===== src/hw/ext_exec_pkg.sv =====
// Purpose: Shared constants and types for the extended skip, table-read and XOR executor
// Assumes: One instruction cycle per ref_clk; memories answer one cycle after a read strobe
// Notes: Reset values and the last program page are held here once
package ext_exec_pkg;
   localparam int DATA_W = 8;
   localparam int PM_DATA_W = 16;
   localparam int DM_ADDR_W = 8;
   localparam int PM_ADDR_W = 16;
   localparam int BIT_W = 3;
   localparam logic [7:0] LAST_PAGE = 8'hFF;
   localparam logic [7:0] ZERO_BYTE = 8'h00;
   localparam logic [7:0] PTR_INCR = 8'h01;
   localparam logic [7:0] ACC_RST = 8'h00;
   localparam logic [7:0] PTR_LOW_RST = 8'h00;
   localparam logic [7:0] PTR_HIGH_RST = 8'h00;
   localparam logic [7:0] TABLE_HIGH_BYTE_REG_RST = 8'h00;
   localparam logic Z_RST = 1'b0;
   localparam int PM_LOW_LSB = 0;
   localparam int PM_HIGH_LSB = 8;
   // A taken skip spans three instruction cycles: its own plus two dummy ones
   localparam int SKIP_INSTR_CYCLES = 3;
   localparam int SKIP_DUMMY_CYCLES = SKIP_INSTR_CYCLES - 1;
   localparam logic [1:0] DUMMY_LAST = 2'(SKIP_DUMMY_CYCLES - 1);

   typedef enum logic [3:0] {
      OP_NONE                   = 4'h0,
      SKIP_IF_BYTE_ZERO         = 4'h1,
      MOVE_ACC_SKIP_IF_ZERO     = 4'h2,
      SKIP_IF_BIT_ZERO          = 4'h3,
      TABLE_READ_PAGE           = 4'h4,
      TABLE_READ_LAST_PAGE      = 4'h5,
      INCR_TABLE_READ_PAGE      = 4'h6,
      INCR_TABLE_READ_LAST_PAGE = 4'h7,
      XOR_TO_ACC                = 4'h8,
      XOR_TO_MEMORY             = 4'h9
   } op_t;

   typedef enum logic [6:0] {
      ST_IDLE    = 7'h01,
      ST_FETCH   = 7'h02,
      ST_CAPTURE = 7'h04,
      ST_PM_REQ  = 7'h08,
      ST_PM_CAP  = 7'h10,
      ST_WRITE   = 7'h20,
      ST_DUMMY   = 7'h40
   } state_t;
endpackage


===== src/hw/table_addr_if.sv =====
// Purpose: Carries the table pointer and page select to the address former
// Assumes: Single clock domain, purely combinational signals
// Notes: None
`timescale 1ns/1ps
`default_nettype none
interface table_addr_if;
   logic [7:0] ptr_low;
   logic [7:0] ptr_high;
   logic last_sel;
   logic [15:0] addr;
   modport gen (input ptr_low, input ptr_high, input last_sel, output addr);
   modport user (output ptr_low, output ptr_high, output last_sel, input addr);
endinterface
`default_nettype wire


===== src/hw/table_addr_gen.sv =====
// Purpose: Forms the program memory address of a table read
// Assumes: Last page is the top page of program memory
// Notes: Last-page reads ignore the high pointer entirely
`timescale 1ns/1ps
`default_nettype none
module table_addr_gen (
   table_addr_if.gen tif
);
   import ext_exec_pkg::*;
   wire logic [7:0] page_sel;
   assign page_sel = tif.last_sel ? LAST_PAGE : tif.ptr_high;
   assign tif.addr = {page_sel, tif.ptr_low};
endmodule
`default_nettype wire


===== src/hw/ext_skip_table_xor_exec.sv =====
// Purpose: Executes byte and bit zero-skips, table reads and XOR operations
// Assumes: Data and program memory return read data one cycle after the strobe
// Notes: One state machine sequences every op; the address former sits in a submodule
`timescale 1ns/1ps
`default_nettype none
module ext_skip_table_xor_exec (
   input wire logic ref_clk,
   input wire logic arst_n,
   input wire logic op_valid,
   input wire ext_exec_pkg::op_t op_code,
   input wire logic [ext_exec_pkg::DM_ADDR_W-1:0] op_addr,
   input wire logic [ext_exec_pkg::BIT_W-1:0] op_bit,
   output logic op_ready,
   output logic op_done,
   output logic skip_taken,
   input wire logic acc_ld,
   input wire logic [7:0] acc_ld_data,
   input wire logic ptr_low_ld,
   input wire logic [7:0] ptr_low_ld_data,
   input wire logic ptr_high_ld,
   input wire logic [7:0] ptr_high_ld_data,
   output logic dm_rd_en,
   output logic dm_wr_en,
   output logic [ext_exec_pkg::DM_ADDR_W-1:0] dm_addr,
   output logic [7:0] dm_wdata,
   input wire logic [7:0] dm_rdata,
   output logic pm_rd_en,
   output logic [ext_exec_pkg::PM_ADDR_W-1:0] pm_addr,
   input wire logic [ext_exec_pkg::PM_DATA_W-1:0] pm_rdata,
   output logic [7:0] acc,
   output logic z_flag,
   output logic [7:0] table_ptr_low,
   output logic [7:0] table_ptr_high,
   output logic [7:0] table_high_byte_reg
);
   import ext_exec_pkg::*;

   state_t state_q, state_d;
   op_t op_q, op_d;
   logic [DM_ADDR_W-1:0] addr_q, addr_d;
   logic [BIT_W-1:0] bit_q, bit_d;
   logic [7:0] wdata_q, wdata_d;
   logic [7:0] acc_q, acc_d;
   logic z_q, z_d;
   logic [7:0] ptr_low_q, ptr_low_d;
   logic [7:0] ptr_high_q, ptr_high_d;
   logic [7:0] table_high_byte_reg_q, table_high_byte_reg_d;
   logic skip_q, skip_d;
   logic wr_q, wr_d;
   logic [1:0] dummy_q, dummy_d;

   table_addr_if tif ();

   table_addr_gen u_addr (
      .tif(tif)
   );

   wire logic st_idle;
   wire logic st_fetch;
   wire logic st_capture;
   wire logic st_pm_req;
   wire logic st_pm_cap;
   wire logic st_write;
   wire logic st_dummy;
   wire logic op_known;
   wire logic take;
   wire logic new_table;
   wire logic new_incr;
   wire logic last_op;
   wire logic byte_zero;
   wire logic rd_bit;
   wire logic [7:0] xor_res;
   wire logic xor_zero;
   wire logic dummy_end;

   assign st_idle = (state_q == ST_IDLE);
   assign st_fetch = (state_q == ST_FETCH);
   assign st_capture = (state_q == ST_CAPTURE);
   assign st_pm_req = (state_q == ST_PM_REQ);
   assign st_pm_cap = (state_q == ST_PM_CAP);
   assign st_write = (state_q == ST_WRITE);
   assign st_dummy = (state_q == ST_DUMMY);
   // Unknown codes are never taken, so the pipeline must not wait for a done on them
   assign op_known = (op_code != OP_NONE) && (op_code <= XOR_TO_MEMORY);
   assign take = st_idle && op_valid && op_known;
   assign new_table = (op_code >= TABLE_READ_PAGE) && (op_code <= INCR_TABLE_READ_LAST_PAGE);
   assign new_incr = (op_code == INCR_TABLE_READ_PAGE) || (op_code == INCR_TABLE_READ_LAST_PAGE);
   assign last_op = (op_q == TABLE_READ_LAST_PAGE) || (op_q == INCR_TABLE_READ_LAST_PAGE);
   assign byte_zero = (dm_rdata == ZERO_BYTE);
   assign rd_bit = dm_rdata[bit_q];
   assign xor_res = acc_q ^ dm_rdata;
   assign xor_zero = (xor_res == ZERO_BYTE);
   assign dummy_end = st_dummy && (dummy_q == DUMMY_LAST);

   assign tif.ptr_low = ptr_low_q;
   assign tif.ptr_high = ptr_high_q;
   assign tif.last_sel = last_op;

   assign op_ready = st_idle;
   assign op_done = (st_write && !skip_q) || dummy_end;
   assign skip_taken = st_write && skip_q;
   assign dm_rd_en = st_fetch;
   assign dm_wr_en = st_write && wr_q;
   assign dm_addr = addr_q;
   assign dm_wdata = wdata_q;
   assign pm_rd_en = st_pm_req;
   assign pm_addr = tif.addr;
   assign acc = acc_q;
   assign z_flag = z_q;
   assign table_ptr_low = ptr_low_q;
   assign table_ptr_high = ptr_high_q;
   assign table_high_byte_reg = table_high_byte_reg_q;

   always_comb begin
      state_d = state_q;
      op_d = op_q;
      addr_d = addr_q;
      bit_d = bit_q;
      wdata_d = wdata_q;
      acc_d = acc_q;
      z_d = z_q;
      ptr_low_d = ptr_low_q;
      ptr_high_d = ptr_high_q;
      table_high_byte_reg_d = table_high_byte_reg_q;
      skip_d = skip_q;
      wr_d = wr_q;
      dummy_d = dummy_q;
      case (state_q)
         ST_IDLE: begin
            if (take) begin
               op_d = op_code;
               addr_d = op_addr;
               bit_d = op_bit;
               skip_d = 1'b0;
               wr_d = 1'b0;
               state_d = new_table ? ST_PM_REQ : ST_FETCH;
               if (new_incr) begin
                  // Eight-bit wrap, the high pointer never sees a carry
                  ptr_low_d = ptr_low_q + PTR_INCR;
               end
            end else begin
               // Pipeline loads only land while idle, so a read never sees a torn pointer
               if (acc_ld) begin
                  acc_d = acc_ld_data;
               end
               if (ptr_low_ld) begin
                  ptr_low_d = ptr_low_ld_data;
               end
               if (ptr_high_ld) begin
                  ptr_high_d = ptr_high_ld_data;
               end
            end
         end
         ST_FETCH: begin
            state_d = ST_CAPTURE;
         end
         ST_CAPTURE: begin
            state_d = ST_WRITE;
            case (op_q)
               SKIP_IF_BYTE_ZERO: begin
                  wdata_d = dm_rdata;
                  wr_d = 1'b1;
                  skip_d = byte_zero;
               end
               MOVE_ACC_SKIP_IF_ZERO: begin
                  acc_d = dm_rdata;
                  skip_d = byte_zero;
               end
               SKIP_IF_BIT_ZERO: begin
                  skip_d = !rd_bit;
               end
               XOR_TO_ACC: begin
                  acc_d = xor_res;
                  z_d = xor_zero;
               end
               XOR_TO_MEMORY: begin
                  wdata_d = xor_res;
                  wr_d = 1'b1;
                  z_d = xor_zero;
               end
               default: begin
                  skip_d = 1'b0;
               end
            endcase
         end
         ST_PM_REQ: begin
            state_d = ST_PM_CAP;
         end
         ST_PM_CAP: begin
            wdata_d = pm_rdata[PM_LOW_LSB +: 8];
            table_high_byte_reg_d = pm_rdata[PM_HIGH_LSB +: 8];
            wr_d = 1'b1;
            state_d = ST_WRITE;
         end
         ST_WRITE: begin
            dummy_d = 2'h0;
            state_d = skip_q ? ST_DUMMY : ST_IDLE;
         end
         ST_DUMMY: begin
            if (dummy_q == DUMMY_LAST) begin
               state_d = ST_IDLE;
            end else begin
               dummy_d = dummy_q + 2'h1;
            end
         end
         default: begin
            state_d = ST_IDLE;
         end
      endcase
   end

   always_ff @(posedge ref_clk or negedge arst_n) begin
      if (!arst_n) begin
         state_q <= ST_IDLE;
         op_q <= OP_NONE;
         addr_q <= '0;
         bit_q <= '0;
         wdata_q <= ZERO_BYTE;
         acc_q <= ACC_RST;
         z_q <= Z_RST;
         ptr_low_q <= PTR_LOW_RST;
         ptr_high_q <= PTR_HIGH_RST;
         table_high_byte_reg_q <= TABLE_HIGH_BYTE_REG_RST;
         skip_q <= 1'b0;
         wr_q <= 1'b0;
         dummy_q <= 2'h0;
      end else begin
         state_q <= state_d;
         op_q <= op_d;
         addr_q <= addr_d;
         bit_q <= bit_d;
         wdata_q <= wdata_d;
         acc_q <= acc_d;
         z_q <= z_d;
         ptr_low_q <= ptr_low_d;
         ptr_high_q <= ptr_high_d;
         table_high_byte_reg_q <= table_high_byte_reg_d;
         skip_q <= skip_d;
         wr_q <= wr_d;
         dummy_q <= dummy_d;
      end
   end
endmodule
`default_nettype wire


===== config.mk =====
export PLATFORM = sky130hd
export DESIGN_NAME = ext_skip_table_xor_exec
export DESIGN_NICKNAME = d
export VERILOG_FILES = /design/src/hw/ext_exec_pkg.sv /design/src/hw/table_addr_if.sv /design/src/hw/table_addr_gen.sv /design/src/hw/ext_skip_table_xor_exec.sv
export SDC_FILE = /design/constraint.sdc
export NUM_CORES = 1
export LEC_CHECK = 0
export BUFFER_PORTS_ARGS = -buffer_cell sky130_fd_sc_hd__buf_2
export CORE_MARGIN = 4
export CORE_UTILIZATION = 55
export DETAILED_ROUTE_END_ITERATION = 12
export PLACE_DENSITY = 0.82
export SLEW_MARGIN = 0
export SYNTH_ARGS = -nofsm -noshare
export SYNTH_HDL_FRONTEND = slang
export SYNTH_SLANG_ARGS = --single-unit

===== constraint.sdc =====
create_clock -name ref_clk -period 4.1 [get_ports ref_clk]
set_input_delay 0.82 -clock ref_clk [delete_from_list [all_inputs] [get_ports ref_clk]]
set_output_delay 0.82 -clock ref_clk [all_outputs]
set_load 0.02 [all_outputs]

* Word level (Yosys, flattened, before mapping)
Index checks and enable logic that the tools add are counted.
W data, S select, Z words.
** Word-level totals
- Word-level logic and storage cells :: 107
- Register bits after elaboration :: 67
- Output and inout bits :: 71
** Operators by class
- Bitwise logic cells :: 2
- Reductions and logical operators :: 35
- Magnitude comparators :: 4
- Multiplexer cells :: 24
- $add $sub $neg :: 2
- Equality and inequality tests :: 27
** Operator list (count)
- $pmux W8 S2 :: 4
- $mux W8 :: 6
- $pmux W7 S6 :: 1
- $mux W7 :: 3
- $eq A4 B3 Y1 const B :: 4
- $logic_not A8 Y1 :: 2
- $reduce_and A3 Y1 :: 4
- $ne A2 B2 Y1 const B :: 5
- $reduce_and A2 Y1 :: 5
- $add A8 B1 Y8 const B :: 1
- $eq A4 B2 Y1 const B :: 2
- $eq A4 B4 Y1 const B :: 2
- $logic_and A1 B1 Y1 :: 8
- $reduce_bool A2 Y1 :: 4
- $reduce_or A2 Y1 :: 4
- $xor A8 B8 Y8 :: 1
- $eq A7 B1 Y1 const B :: 1
- $eq A7 B2 Y1 const B :: 1
- $eq A7 B3 Y1 const B :: 1
- $eq A7 B4 Y1 const B :: 1
- $eq A7 B5 Y1 const B :: 1
- $eq A7 B6 Y1 const B :: 1
- $eq A7 B7 Y1 const B :: 1
- $ne A2 B1 Y1 const B :: 3
- other kinds (21) :: 28

* Logic depth before layout (Yosys ltp)
Gate-level depths: netlist of the first run.
- Word-level depth :: 5
- Depth in mapped cells :: 8
- Depth with buffers taken out :: 6

* Modules after synthesis
From an unflattened synthesis of the first run, not the netlist that was laid out.
** Second synthesis, totals
- Cells, all modules :: 400
- Area, all modules :: 3746.1 sq um
** By module, submodules not included
- ext_skip_table_xor_exec :: area each 3636.0 sq um, instances 1, cells each 384, sequential area each 1677.9 sq um
- table_addr_gen :: area each 110.1 sq um, instances 1, cells each 16, sequential area each 0.0 sq um

* Worst setup path after synthesis of the first run
No wires, ideal clock.
- Path type :: reg-to-output
- Start point :: reg state_q[4]
- End point :: out dm_rd_en
- Data required time :: 3.280 ns
- Arrival :: 1.736 ns
- Buffers on the path :: 2
- Setup slack :: 1.544 ns
- Stages on the path, launching flop included :: 5
- Cell sequence :: dfrtp_1 > buf_2 > or3_1 > clkbuf_1 > nor4b_1
** On the way
- Longest elaborated chain between the ends :: 1
** Ends and longest elaborated chain
- start, declared :: RTL line ext_skip_table_xor_exec.sv:38 : state_t state_q, state_d;
- start signal, assigned :: RTL line ext_skip_table_xor_exec.sv:228 : state_q <= state_d;
- $eq A7 B2 Y1 :: RTL line ext_skip_table_xor_exec.sv:77 : assign st_fetch = (state_q == ST_FETCH);
- end, declared :: RTL line ext_skip_table_xor_exec.sv:22 : output logic dm_rd_en,
No other way between the ends.

* Worst setup path after layout of the first run
- Start point :: reg state_q[5]
- End point :: out dm_rd_en
The elaborated chain is that of the path after synthesis.

==> results_dict.tcl, run 1 <==
set metrics [dict create \
    cts_buffers 9 \
    post-place-ws_ns 1.09 \
    hold_violations 0 \
    clock_skew_ns 0.0138 \
    end_kind "output port" \
    grt_overflow 0 \
    rsz0062_at_grt "false" \
    critPathArrivalTime_ns 1.99 \
    worstMarginPinSlew_ns 1.05 \
    yosys_register_bits 67 \
    antennaDiodeCount 0 \
    grt_antenna_before_repair 0 \
    slowest_delay_ns 0.55 \
    cp_slowest_cell "or3_1" \
    via_count 3655 \
    synthCells 393 \
    start_util_pct 56.6 \
    rows 31 \
    fillers 577 \
    crit_fanout 13 \
    fmax_mhz 356 \
    io_buffers 139 \
    worst-path-buf-inv 1 \
    ys.flop_type "dfrtp_1" \
    drtAntennaViolNets 0 \
    cts_sinks 67 \
    setup_viol 0 \
    post_cts_resize_count 0 \
    finalCritPeriodShare_pct 68.5 \
    wl_per_cell_um 17.7 \
    hold_path.class "flip-flop to flip-flop" \
    crit_required_ns 3.28 \
    clock_path_buffers 2 \
    pin_count 140 \
    slew_headroom_pct 29.7 \
    layout-drive-gt1-share_pct 43.1 \
    drv_cap 0 \
    fin_nets 579 \
    cts.clk_slew.worst_paths_ns 0.08 \
    vias_per_cell 5.97 \
    p_leak_uw 0.00227 \
    synth-seq-area-share_pct 40.9 \
    hold_buffers 0 \
    ys_types 67 \
    worstPathCellList "or3_1 -> nor4b_1 -> buf_2" \
    die_w_um 94.4 \
    syn_area_mm2 0.00410 \
    gp_congestion 0.905 \
    tns_ns 0 \
    outcome "completed" \
    ys_warn_count 0 \
    syn-num-nets 464 \
    cts_root_buf "clkbuf_8" \
    min_period_ns 2.81 \
    async_reset_ff_share_pct 100 \
    detail_route.wirelength_um 10800 \
    route.detailed.drc 0 \
    p_per_area_mw_per_mm2 704 \
    dp_hpwl_um 8080 \
    postCtsSetupRepairBufs 0 \
    gr-usage-all-layers_pct 25.0 \
    path_delay_family "simple AND/OR/NAND/NOR gates" \
    clkLatencyLatePin_ns 0.34 \
    maxSlewViolCount 0 \
    core_mm2 0.00725 \
    grt_pass1_vias 3556 \
    htreeDepth 3 \
    synth_edf_count 0 \
    avgSynthCellArea_um2 10.4 \
    die_y_um 94.4 \
    peakVddDrop_uv 437 \
    first_iter_violations 268 \
    timing.final.ws_setup_ns 1.29 \
    grt_max_degree 37 \
    path_class "flip-flop to output port" \
    cts_tree "done" \
    first_pass_iters 4 \
    grt_pass1_wl_um 17500 \
    dieArea_mm2 0.00890 \
    syn_to_final_growth_pct 20.7 \
    critPathLaunchType "flip-flop" \
]
## Yosys cell counts, drive strengths merged (4+ instances only)
cell type,count,share of area (%)
nand2,26,2.4
mux2i,14,3.4
nand4,5,0.76
nor2b,5,0.76
a221oi,10,2.1
a32oi,9,1.9
clkbuf,15,1.4
xnor2,10,2.1
dfrtp,66,40
nand3,10,1.3
and4,11,2.3
mux2,41,11
nand2b,8,1.2
buf,22,3.4
inv,18,1.6
o41ai,9,3.6
nor2,21,1.9
nor4b,7,2.2
and2,4,0.61
and3,5,0.76
nor3,7,0.85
o21ai,16,2.0
## per-stage QoR
| step | cells | cell area (µm²) | hold WS [ns] | util [%] | total power [µW] |
|---|---|---|---|---|---|
| 3_3_place_gp | 596 | 4740 | 0.482 | 65.4 | 2870 |
| 3_5_place_dp | 596 | 4740 | 0.490 | 65.4 | 2920 |
| 5_1_grt | 612 | 4950 | 0.520 | 68.3 | 3700 |
| 2_1_floorplan | 393 | 4100 | 0.484 | - | 2410 |
| 6_report | 612 | 4950 | 0.503 | 68.3 | 3490 |
| 4_1_cts | 612 | 4950 | 0.509 | 68.3 | 3500 |
## kinds of logic (layout without fill, tap and decap cells)
family	count (synthesis)	after routing	synth area share (%)
simple gates	123	123	17.9
compound gates	78	78	16.1
flops	67	67	40.9
mux	57	57	15.8
buf+inv	55	175	6.43
xor+xnor	11	11	2.35
fa+ha+maj	2	2	0.610
## per-layer routing
layer / part of all wire, % / vias to the layer above / global-route usage (%)
li1: - / 1688 / -
met1: 42 / 1805 / 33.5
met5: 0 / - / 0
met2: 50 / 148 / 40.6
met3: 7.1 / 14 / 5.90
met4: 1.2 / 0 / 7.22
## power breakdown
group / total, µW / internal, µW / switching (µW)
Clock: 575 / 315 / 260
Sequential: 1230 / 933 / 301
Combinational: 1680 / 706 / 973
## final timing paths
path,to,startpoint,slack (ns),depth (start not counted)
min in group asynchronous,table_ptr_low[3],arst_n,0.54,1
min,table_high_byte_reg[5],table_high_byte_reg[5],0.50,1
min reg2reg,table_high_byte_reg[5],table_high_byte_reg[5],0.50,1
max reg2reg,table_ptr_low[1],state_q[0],1.45,4
max in group asynchronous,state_q[3],arst_n,2.59,2
max,dm_rd_en,state_q[5],1.29,3
## layout by cell type (no fill, tap or decap), drive strengths merged, types with 3 or more instances in the layout
cell type	n
buf	141
dfrtp	66
mux2	41
nand2	26
nor2	21
inv	18
o21ai	16
mux2i	14
and4	11
clkbuf	11
xnor2	10
a221oi	10
nand3	10
o41ai	9
a32oi	9
nand2b	8
nor3	7
nor4b	7
nor2b	5
and3	5
nand4	5
and2	4
o22ai	3
a21oi	3
o21a	3
a31oi	3
o2bb2ai	3
clkinvlp	3
nor3b	3
or2	3
## area by class of cell
cell class | instances | area, µm² | share of cell area [%]
clock inverters | 5 | 61.3 | 1.24
repair buffers | 141 | 711 | 14.3
multi-input cells | 271 | 2160 | 43.6
flip-flops and latches | 67 | 1680 | 33.9
clock buffers | 11 | 151 | 3.06
well taps | 99 | 124 | 2.50
inverters | 18 | 67.6 | 1.36
Power figures use the tool's default switching activity.
==> inputs of run 2 (changes only) <==
--- a/config.mk
+++ b/config.mk
@@ -7,9 +7,9 @@
 export LEC_CHECK = 0
 export BUFFER_PORTS_ARGS = -buffer_cell sky130_fd_sc_hd__buf_2
 export CORE_MARGIN = 4
-export CORE_UTILIZATION = 55
+export CORE_UTILIZATION = 46
 export DETAILED_ROUTE_END_ITERATION = 12
-export PLACE_DENSITY = 0.82
+export PLACE_DENSITY = 0.73
 export SLEW_MARGIN = 0
 export SYNTH_ARGS = -nofsm -noshare
 export SYNTH_HDL_FRONTEND = slang
==> constraint.sdc (replaced) <==
create_clock -name ref_clk -period 2.3 [get_ports ref_clk]
set_input_delay 0.46 -clock ref_clk [delete_from_list [all_inputs] [get_ports ref_clk]]
set_output_delay 0.46 -clock ref_clk [all_outputs]
set_load 0.02 [all_outputs]
==> results_dict.tcl, run 2 (same netlist as run 1, synthesis figures left out) <==
set metrics [dict create \
    place_area_mm2 0.00491 \
    timing.final.ws_setup_ns 0.0864 \
    hold_violations 0 \
    core_mm2 0.00872 \
    cts_root_buf "clkbuf_8" \
    die_w_um 102 \
    fin_cells 643 \
    gp_congestion 0.871 \
    clock_path_buffers 2 \
    cts_buffers 9 \
    gr-usage-all-layers_pct 21.9 \
    reg2reg_slack_ns 0.14 \
    crit_fanout 8 \
    crit_end "op_ready" \
    final_cell_mix "buf_2 (139), dfrtp_1 (64), mux2_2 (40), nand2_1 (26), buf_4 (23)" \
    first_pass_iters 4 \
    detail_route.wirelength_um 11300 \
    cts_tree "done" \
    critPathArrivalTime_ns 1.75 \
    min_period_ns 2.21 \
    die_y_um 102 \
    drtAntennaViolNets 0 \
    first_iter_violations 253 \
    stdcell_area_mm2 0.00511 \
    grt_overflow 0 \
    rsz0062_at_grt "true" \
    critPathLaunch "state_q[0]" \
    peakVddDrop_uv 610 \
    final_common_cell "buf_2" \
    end_kind "output port" \
    critPathLaunchType "flip-flop" \
    hold_path.class "primary input to asynchronous set/reset pin" \
    antennaDiodeCount 0 \
    via_count 3704 \
    drv_cap 0 \
    crit_required_ns 1.84 \
    grt_max_degree 68 \
    p_leak_uw 0.00237 \
    dp.cells 624 \
    grt_antenna_before_repair 0 \
    layout-drive-gt1-share_pct 46.0 \
    vias_per_cell 5.76 \
    start_util_pct 47.0 \
    p_per_area_mw_per_mm2 1220 \
    clkLatencyLatePin_ns 0.35 \
    worstMarginPinSlew_ns 0.638 \
    r2r_cells 5 \
    reg2reg_from "state_q[3]" \
    grt_pass1_vias 3700 \
    finalCritPeriodShare_pct 96.2 \
    rows 34 \
    setup_viol 0 \
    cts_sinks 67 \
    pin_count 140 \
    path_class "flip-flop to output port" \
    grt_pass1_wl_um 18200 \
    dp_hpwl_um 8460 \
    htreeDepth 3 \
    fmax_mhz 452 \
    io_buffers 139 \
    syn_to_final_growth_pct 24.6 \
    outcome "completed" \
    r2r_end "acc[3]" \
    hold_buffers 0 \
    slew_headroom_pct 57.1 \
    post-place-ws_ns 0.0113 \
    maxSlewViolCount 0 \
    fin_nets 601 \
    dieArea_mm2 0.0105 \
    clock_skew_ns 0.0146 \
    route.detailed.drc 0 \
    cts.clk_slew.worst_paths_ns 0.09 \
    wl_per_cell_um 17.5 \
]
==> run 2: metal layers <==
layer	track usage, %	share of wire (%)	vias to the layer above
met5	0	0	-
met4	6.46	1.2	0
met3	5.87	7.5	14
met2	36.4	52	152
met1	28.1	40	1810
li1	-	-	1728
==> run 2: how the worst min path moves through the flow <==
stage | slack [ns] | from | endpoint
after CTS | 0.13 | arst_n | table_ptr_low[3]
after floorplan | 0.16 | arst_n | acc[0]
after detailed placement | 0.49 | dm_addr[0] | dm_addr[0]
final | 0.13 | arst_n | table_ptr_low[3]
after global placement | 0.48 | table_high_byte_reg[7] | table_high_byte_reg[7]
after global routing | 0.14 | arst_n | dm_wdata[0]
==> run 2: critical path, cell delays in order (launching register included) <==
cell and delay [ns]:
dfstp_2 0.62, nor4b_2 0.31, nand2_1 0.14, inv_2 0.16, buf_2 0.19
==> run 2: area by class of cell <==
cell class,instances,area [µm²]
Fill cell,750,3610
Tap cell,108,135
Timing Repair Buffer,163,888
Clock buffer,10,128
Multi-Input combinational cell,271,2170
Inverter,18,67.6
Clock inverter,6,42.5
Sequential cell,67,1680
==> run 2: power breakdown <==
part | switching [µW] | total, µW | internal [µW] | leakage [µW]
combinational | 1790 | 3170 | 1380 | 0.00150
clock | 471 | 862 | 391 | 0.0000822
sequential | 516 | 2180 | 1660 | 0.000782
total | 2780 | 6210 | 3440 | 0.00237
==> run 2: what timing repair did <==
item,CTS,global route
gates resized for setup,1,3
endpoints found under the hold margin,0,0
setup endpoints to repair,1,7
buffers inserted,0,3
==> run 2: per-stage QoR <==
step,hold WS [ns],utilization (%),power [µW],setup TNS (ns)
6_report,0.134,58.6,6210,0
3_5_place_dp,0.491,56.3,5320,0
3_3_place_gp,0.482,56.3,5240,0
4_1_cts,0.133,58.2,6200,0
5_1_grt,0.137,58.6,6620,-0.0795
2_1_floorplan,0.164,-,4300,0
==> inputs of run 3 (changes only) <==
--- a/config.mk
+++ b/config.mk
@@ -7,10 +7,11 @@
 export LEC_CHECK = 0
 export BUFFER_PORTS_ARGS = -buffer_cell sky130_fd_sc_hd__buf_2
 export CORE_MARGIN = 4
-export CORE_UTILIZATION = 46
+export CORE_UTILIZATION = 45
 export DETAILED_ROUTE_END_ITERATION = 12
 export PLACE_DENSITY = 0.73
 export SLEW_MARGIN = 0
 export SYNTH_ARGS = -nofsm -noshare
 export SYNTH_HDL_FRONTEND = slang
+export SYNTH_HIERARCHICAL = 1
 export SYNTH_SLANG_ARGS = --single-unit
==> results_dict.tcl, run 3 <==
set metrics [dict create \
    grt_pass1_vias 3439 \
    synth_compound_area_share_pct 13.1 \
    ys.flop_type "dfrtp_1" \
    path_class "flip-flop to output port" \
    dieArea_mm2 0.00985 \
    grt_antenna_before_repair 0 \
    drv_cap 0 \
    min_period_ns 2.26 \
    outcome "completed" \
    dp.cells 630 \
    synth_xor_area_share_pct 4.91 \
    grt_max_degree 27 \
    cp_slowest_cell "dfrtp_2" \
    peakVddDrop_uv 703 \
    syn_area_mm2 0.00375 \
    slowest_delay_ns 0.45 \
    clkLatencyLatePin_ns 0.34 \
    worstPathCellList "or2_4 -> nor4_4 -> nand2b_1 -> nor2_1 -> buf_4" \
    die_w_um 99.2 \
    start_util_pct 45.8 \
    r2r_cells 6 \
    rows 33 \
    clock_path_buffers 2 \
    r2r_end "table_ptr_high[2]" \
    worstMarginPinSlew_ns 0.848 \
    end_kind "output port" \
    hold_path.class "primary input to asynchronous set/reset pin" \
    synth_edf_count 0 \
    detail_route.wirelength_um 9970 \
    setup_viol 0 \
    wl_per_cell_um 15.3 \
    synth_largest_area_cell "dfrtp_1" \
    grt_overflow 0 \
    htreeDepth 3 \
    critPathLaunchType "flip-flop" \
    fmax_mhz 443 \
    gp_congestion 0.861 \
    final_common_cell "buf_2" \
    vias_per_cell 5.27 \
    gr-usage-all-layers_pct 20.4 \
    synth-seq-area-share_pct 44.8 \
    synthCells 400 \
    crit_required_ns 1.84 \
    critPathLaunch "state_q[1]" \
    reg2reg_from "state_q[4]" \
    yosys.area_share.simple_pct 25.1 \
    hold_violations 0 \
    grt_pass1_wl_um 16400 \
    cts_tree "done" \
    first_iter_violations 158 \
    clock_skew_ns 0.00833 \
    critPathArrivalTime_ns 1.80 \
    finalCritPeriodShare_pct 98.2 \
    layout-drive-gt1-share_pct 38.1 \
    core_mm2 0.00818 \
    multi_input_area_mm2 0.00188 \
    crit_end "dm_wr_en" \
    crit_fanout 6 \
    reg2reg_slack_ns 0.19 \
    cts_sinks 67 \
    yosysTopAreaCellShare_pct 44.1 \
    synth_common_cells "nand2_1 (95), dfrtp_1 (66), nor2_1 (24)" \
    ys_types 63 \
    route.detailed.drc 0 \
    yosysMostFrequentCell "nand2_1" \
    path_delay_family "simple AND/OR/NAND/NOR gates" \
    rsz0062_at_grt "true" \
    cts_buffers 9 \
    worst-path-buf-inv 1 \
    p_leak_uw 0.00239 \
    slew_headroom_pct 43.1 \
    first_pass_iters 5 \
    yosys_register_bits 67 \
    syn_to_final_growth_pct 28.9 \
    die_y_um 99.2 \
    fillers 756 \
    ff_latch_area_mm2 0.00168 \
    avgSynthCellArea_um2 9.37 \
    timing.hold.ws_ns 0.145 \
    muxShareOfSynthArea_pct 5.51 \
    io_buffers 139 \
    drtAntennaViolNets 0 \
    via_count 3443 \
    async_reset_ff_share_pct 100 \
    fin_cells 653 \
    p_per_area_mw_per_mm2 1250 \
    dp_hpwl_um 7520 \
    critical_path_depth 5 \
    pin_count 140 \
    maxSlewViolCount 0 \
    ys_warn_count 6 \
    final_cell_mix "buf_2 (137), nand2_1 (95), dfrtp_1 (64), nor2_1 (23), buf_4 (21)" \
    syn-num-nets 471 \
    synth_top_family_by_area "simple AND/OR/NAND/NOR gates" \
    cts_root_buf "clkbuf_8" \
    synth_area_leaders "dfrtp_1 (44%), nand2_1 (9.5%), xor2_1 (4.0%)" \
    fin_nets 614 \
    cts.clk_slew.worst_paths_ns 0.07 \
    synthAdderAreaFrac_pct 0.668 \
    antennaDiodeCount 0 \
]
run 3: changes by cell type in the layout (fill, tap and decap cells not counted), moves of 4 or more:
cell	before	now
nand2_1	26	95
mux2_2	40	9
xor2_1	1	17
a221oi_1	10	1
o41ai_2	9	0
and4_1	11	3
mux2i_1	14	6
a221o_1	1	8
or2_1	1	8
xnor2_1	10	4
a21oi_1	3	8
nand2b_1	8	3
nor3_1	7	2
nor4_1	1	5
run 3: report_power, final:
| group | switching (µW) | internal (µW) |
|---|---|---|
| clock network | 466 | 613 |
| logic | 1700 | 1150 |
| registers | 471 | 1650 |
run 3: stage by stage:
stage | TNS, ns | util (%) | setup WS, ns | power [µW] | area, µm²
floorplan | 0 | - | 0.167 | 4040 | 3750
global placement | 0 | 55.3 | 0.0279 | 4880 | 4520
detailed placement | -0.0344 | 55.3 | -0.0311 | 4950 | 4520
CTS | 0 | 58.4 | 0.0142 | 6060 | 4770
global route | -0.155 | 59.1 | -0.0624 | 6450 | 4830
finish | 0 | 59.1 | 0.0405 | 6050 | 4830
run 3: worst min-delay path by stage:
| stage | from | endpoint | slack (ns) |
|---|---|---|---|
| final | arst_n | acc[1] | 0.15 |
| after global routing | arst_n | acc[1] | 0.19 |
| after CTS | arst_n | state_q[2] | 0.15 |
| after detailed placement | dm_addr[7] | dm_addr[7] | 0.45 |
| after global placement | table_high_byte_reg[4] | table_high_byte_reg[4] | 0.45 |
| after floorplan | arst_n | acc[0] | 0.16 |
run 3: what timing repair did:
item,in CTS,in global routing
buffers inserted,2,5
pin swaps,0,3
resized for setup,4,7
gates cloned,0,0
hold buffers,0,0
endpoints found under the setup margin,4,15
run 3: logic make-up after synthesis:
group / Yosys count
and+or+nand+nor: 187
AOI/OAI and AO/OA: 64
xor gates and xnor gates: 21
muxes: 17
DFF: 67
buffers and inverters: 42
adders and majority gates: 2
run 3: per-layer routing:
metal | track usage (%) | up-vias | routed length, µm
li1 | - | 1674 | -
met1 | 26.1 | 1640 | 4240
met4 | 6.83 | 0 | 109
met2 | 34.6 | 120 | 4990
met5 | 0 | - | 0
met3 | 4.00 | 9 | 632
run 3: worst register-to-register path: stages, from the launching register on:
cell      delay (ns)
dfrtp_1         0.46
nor3_1          0.33
nand2_2         0.12
buf_4           0.18
clkinv_2        0.12
and3_1          0.40
mux2_2          0.38
run 3: cell type report:
| type | instances | area share [%] |
|---|---|---|
| sequential | 67 | 34.8 |
| clock buffer | 10 | 2.64 |
| multi-input combinational | 291 | 38.9 |
| timing repair buffer | 159 | 17.9 |
| clock inverter | 6 | 1.87 |
| tap | 105 | 2.72 |
| inverter | 15 | 1.19 |
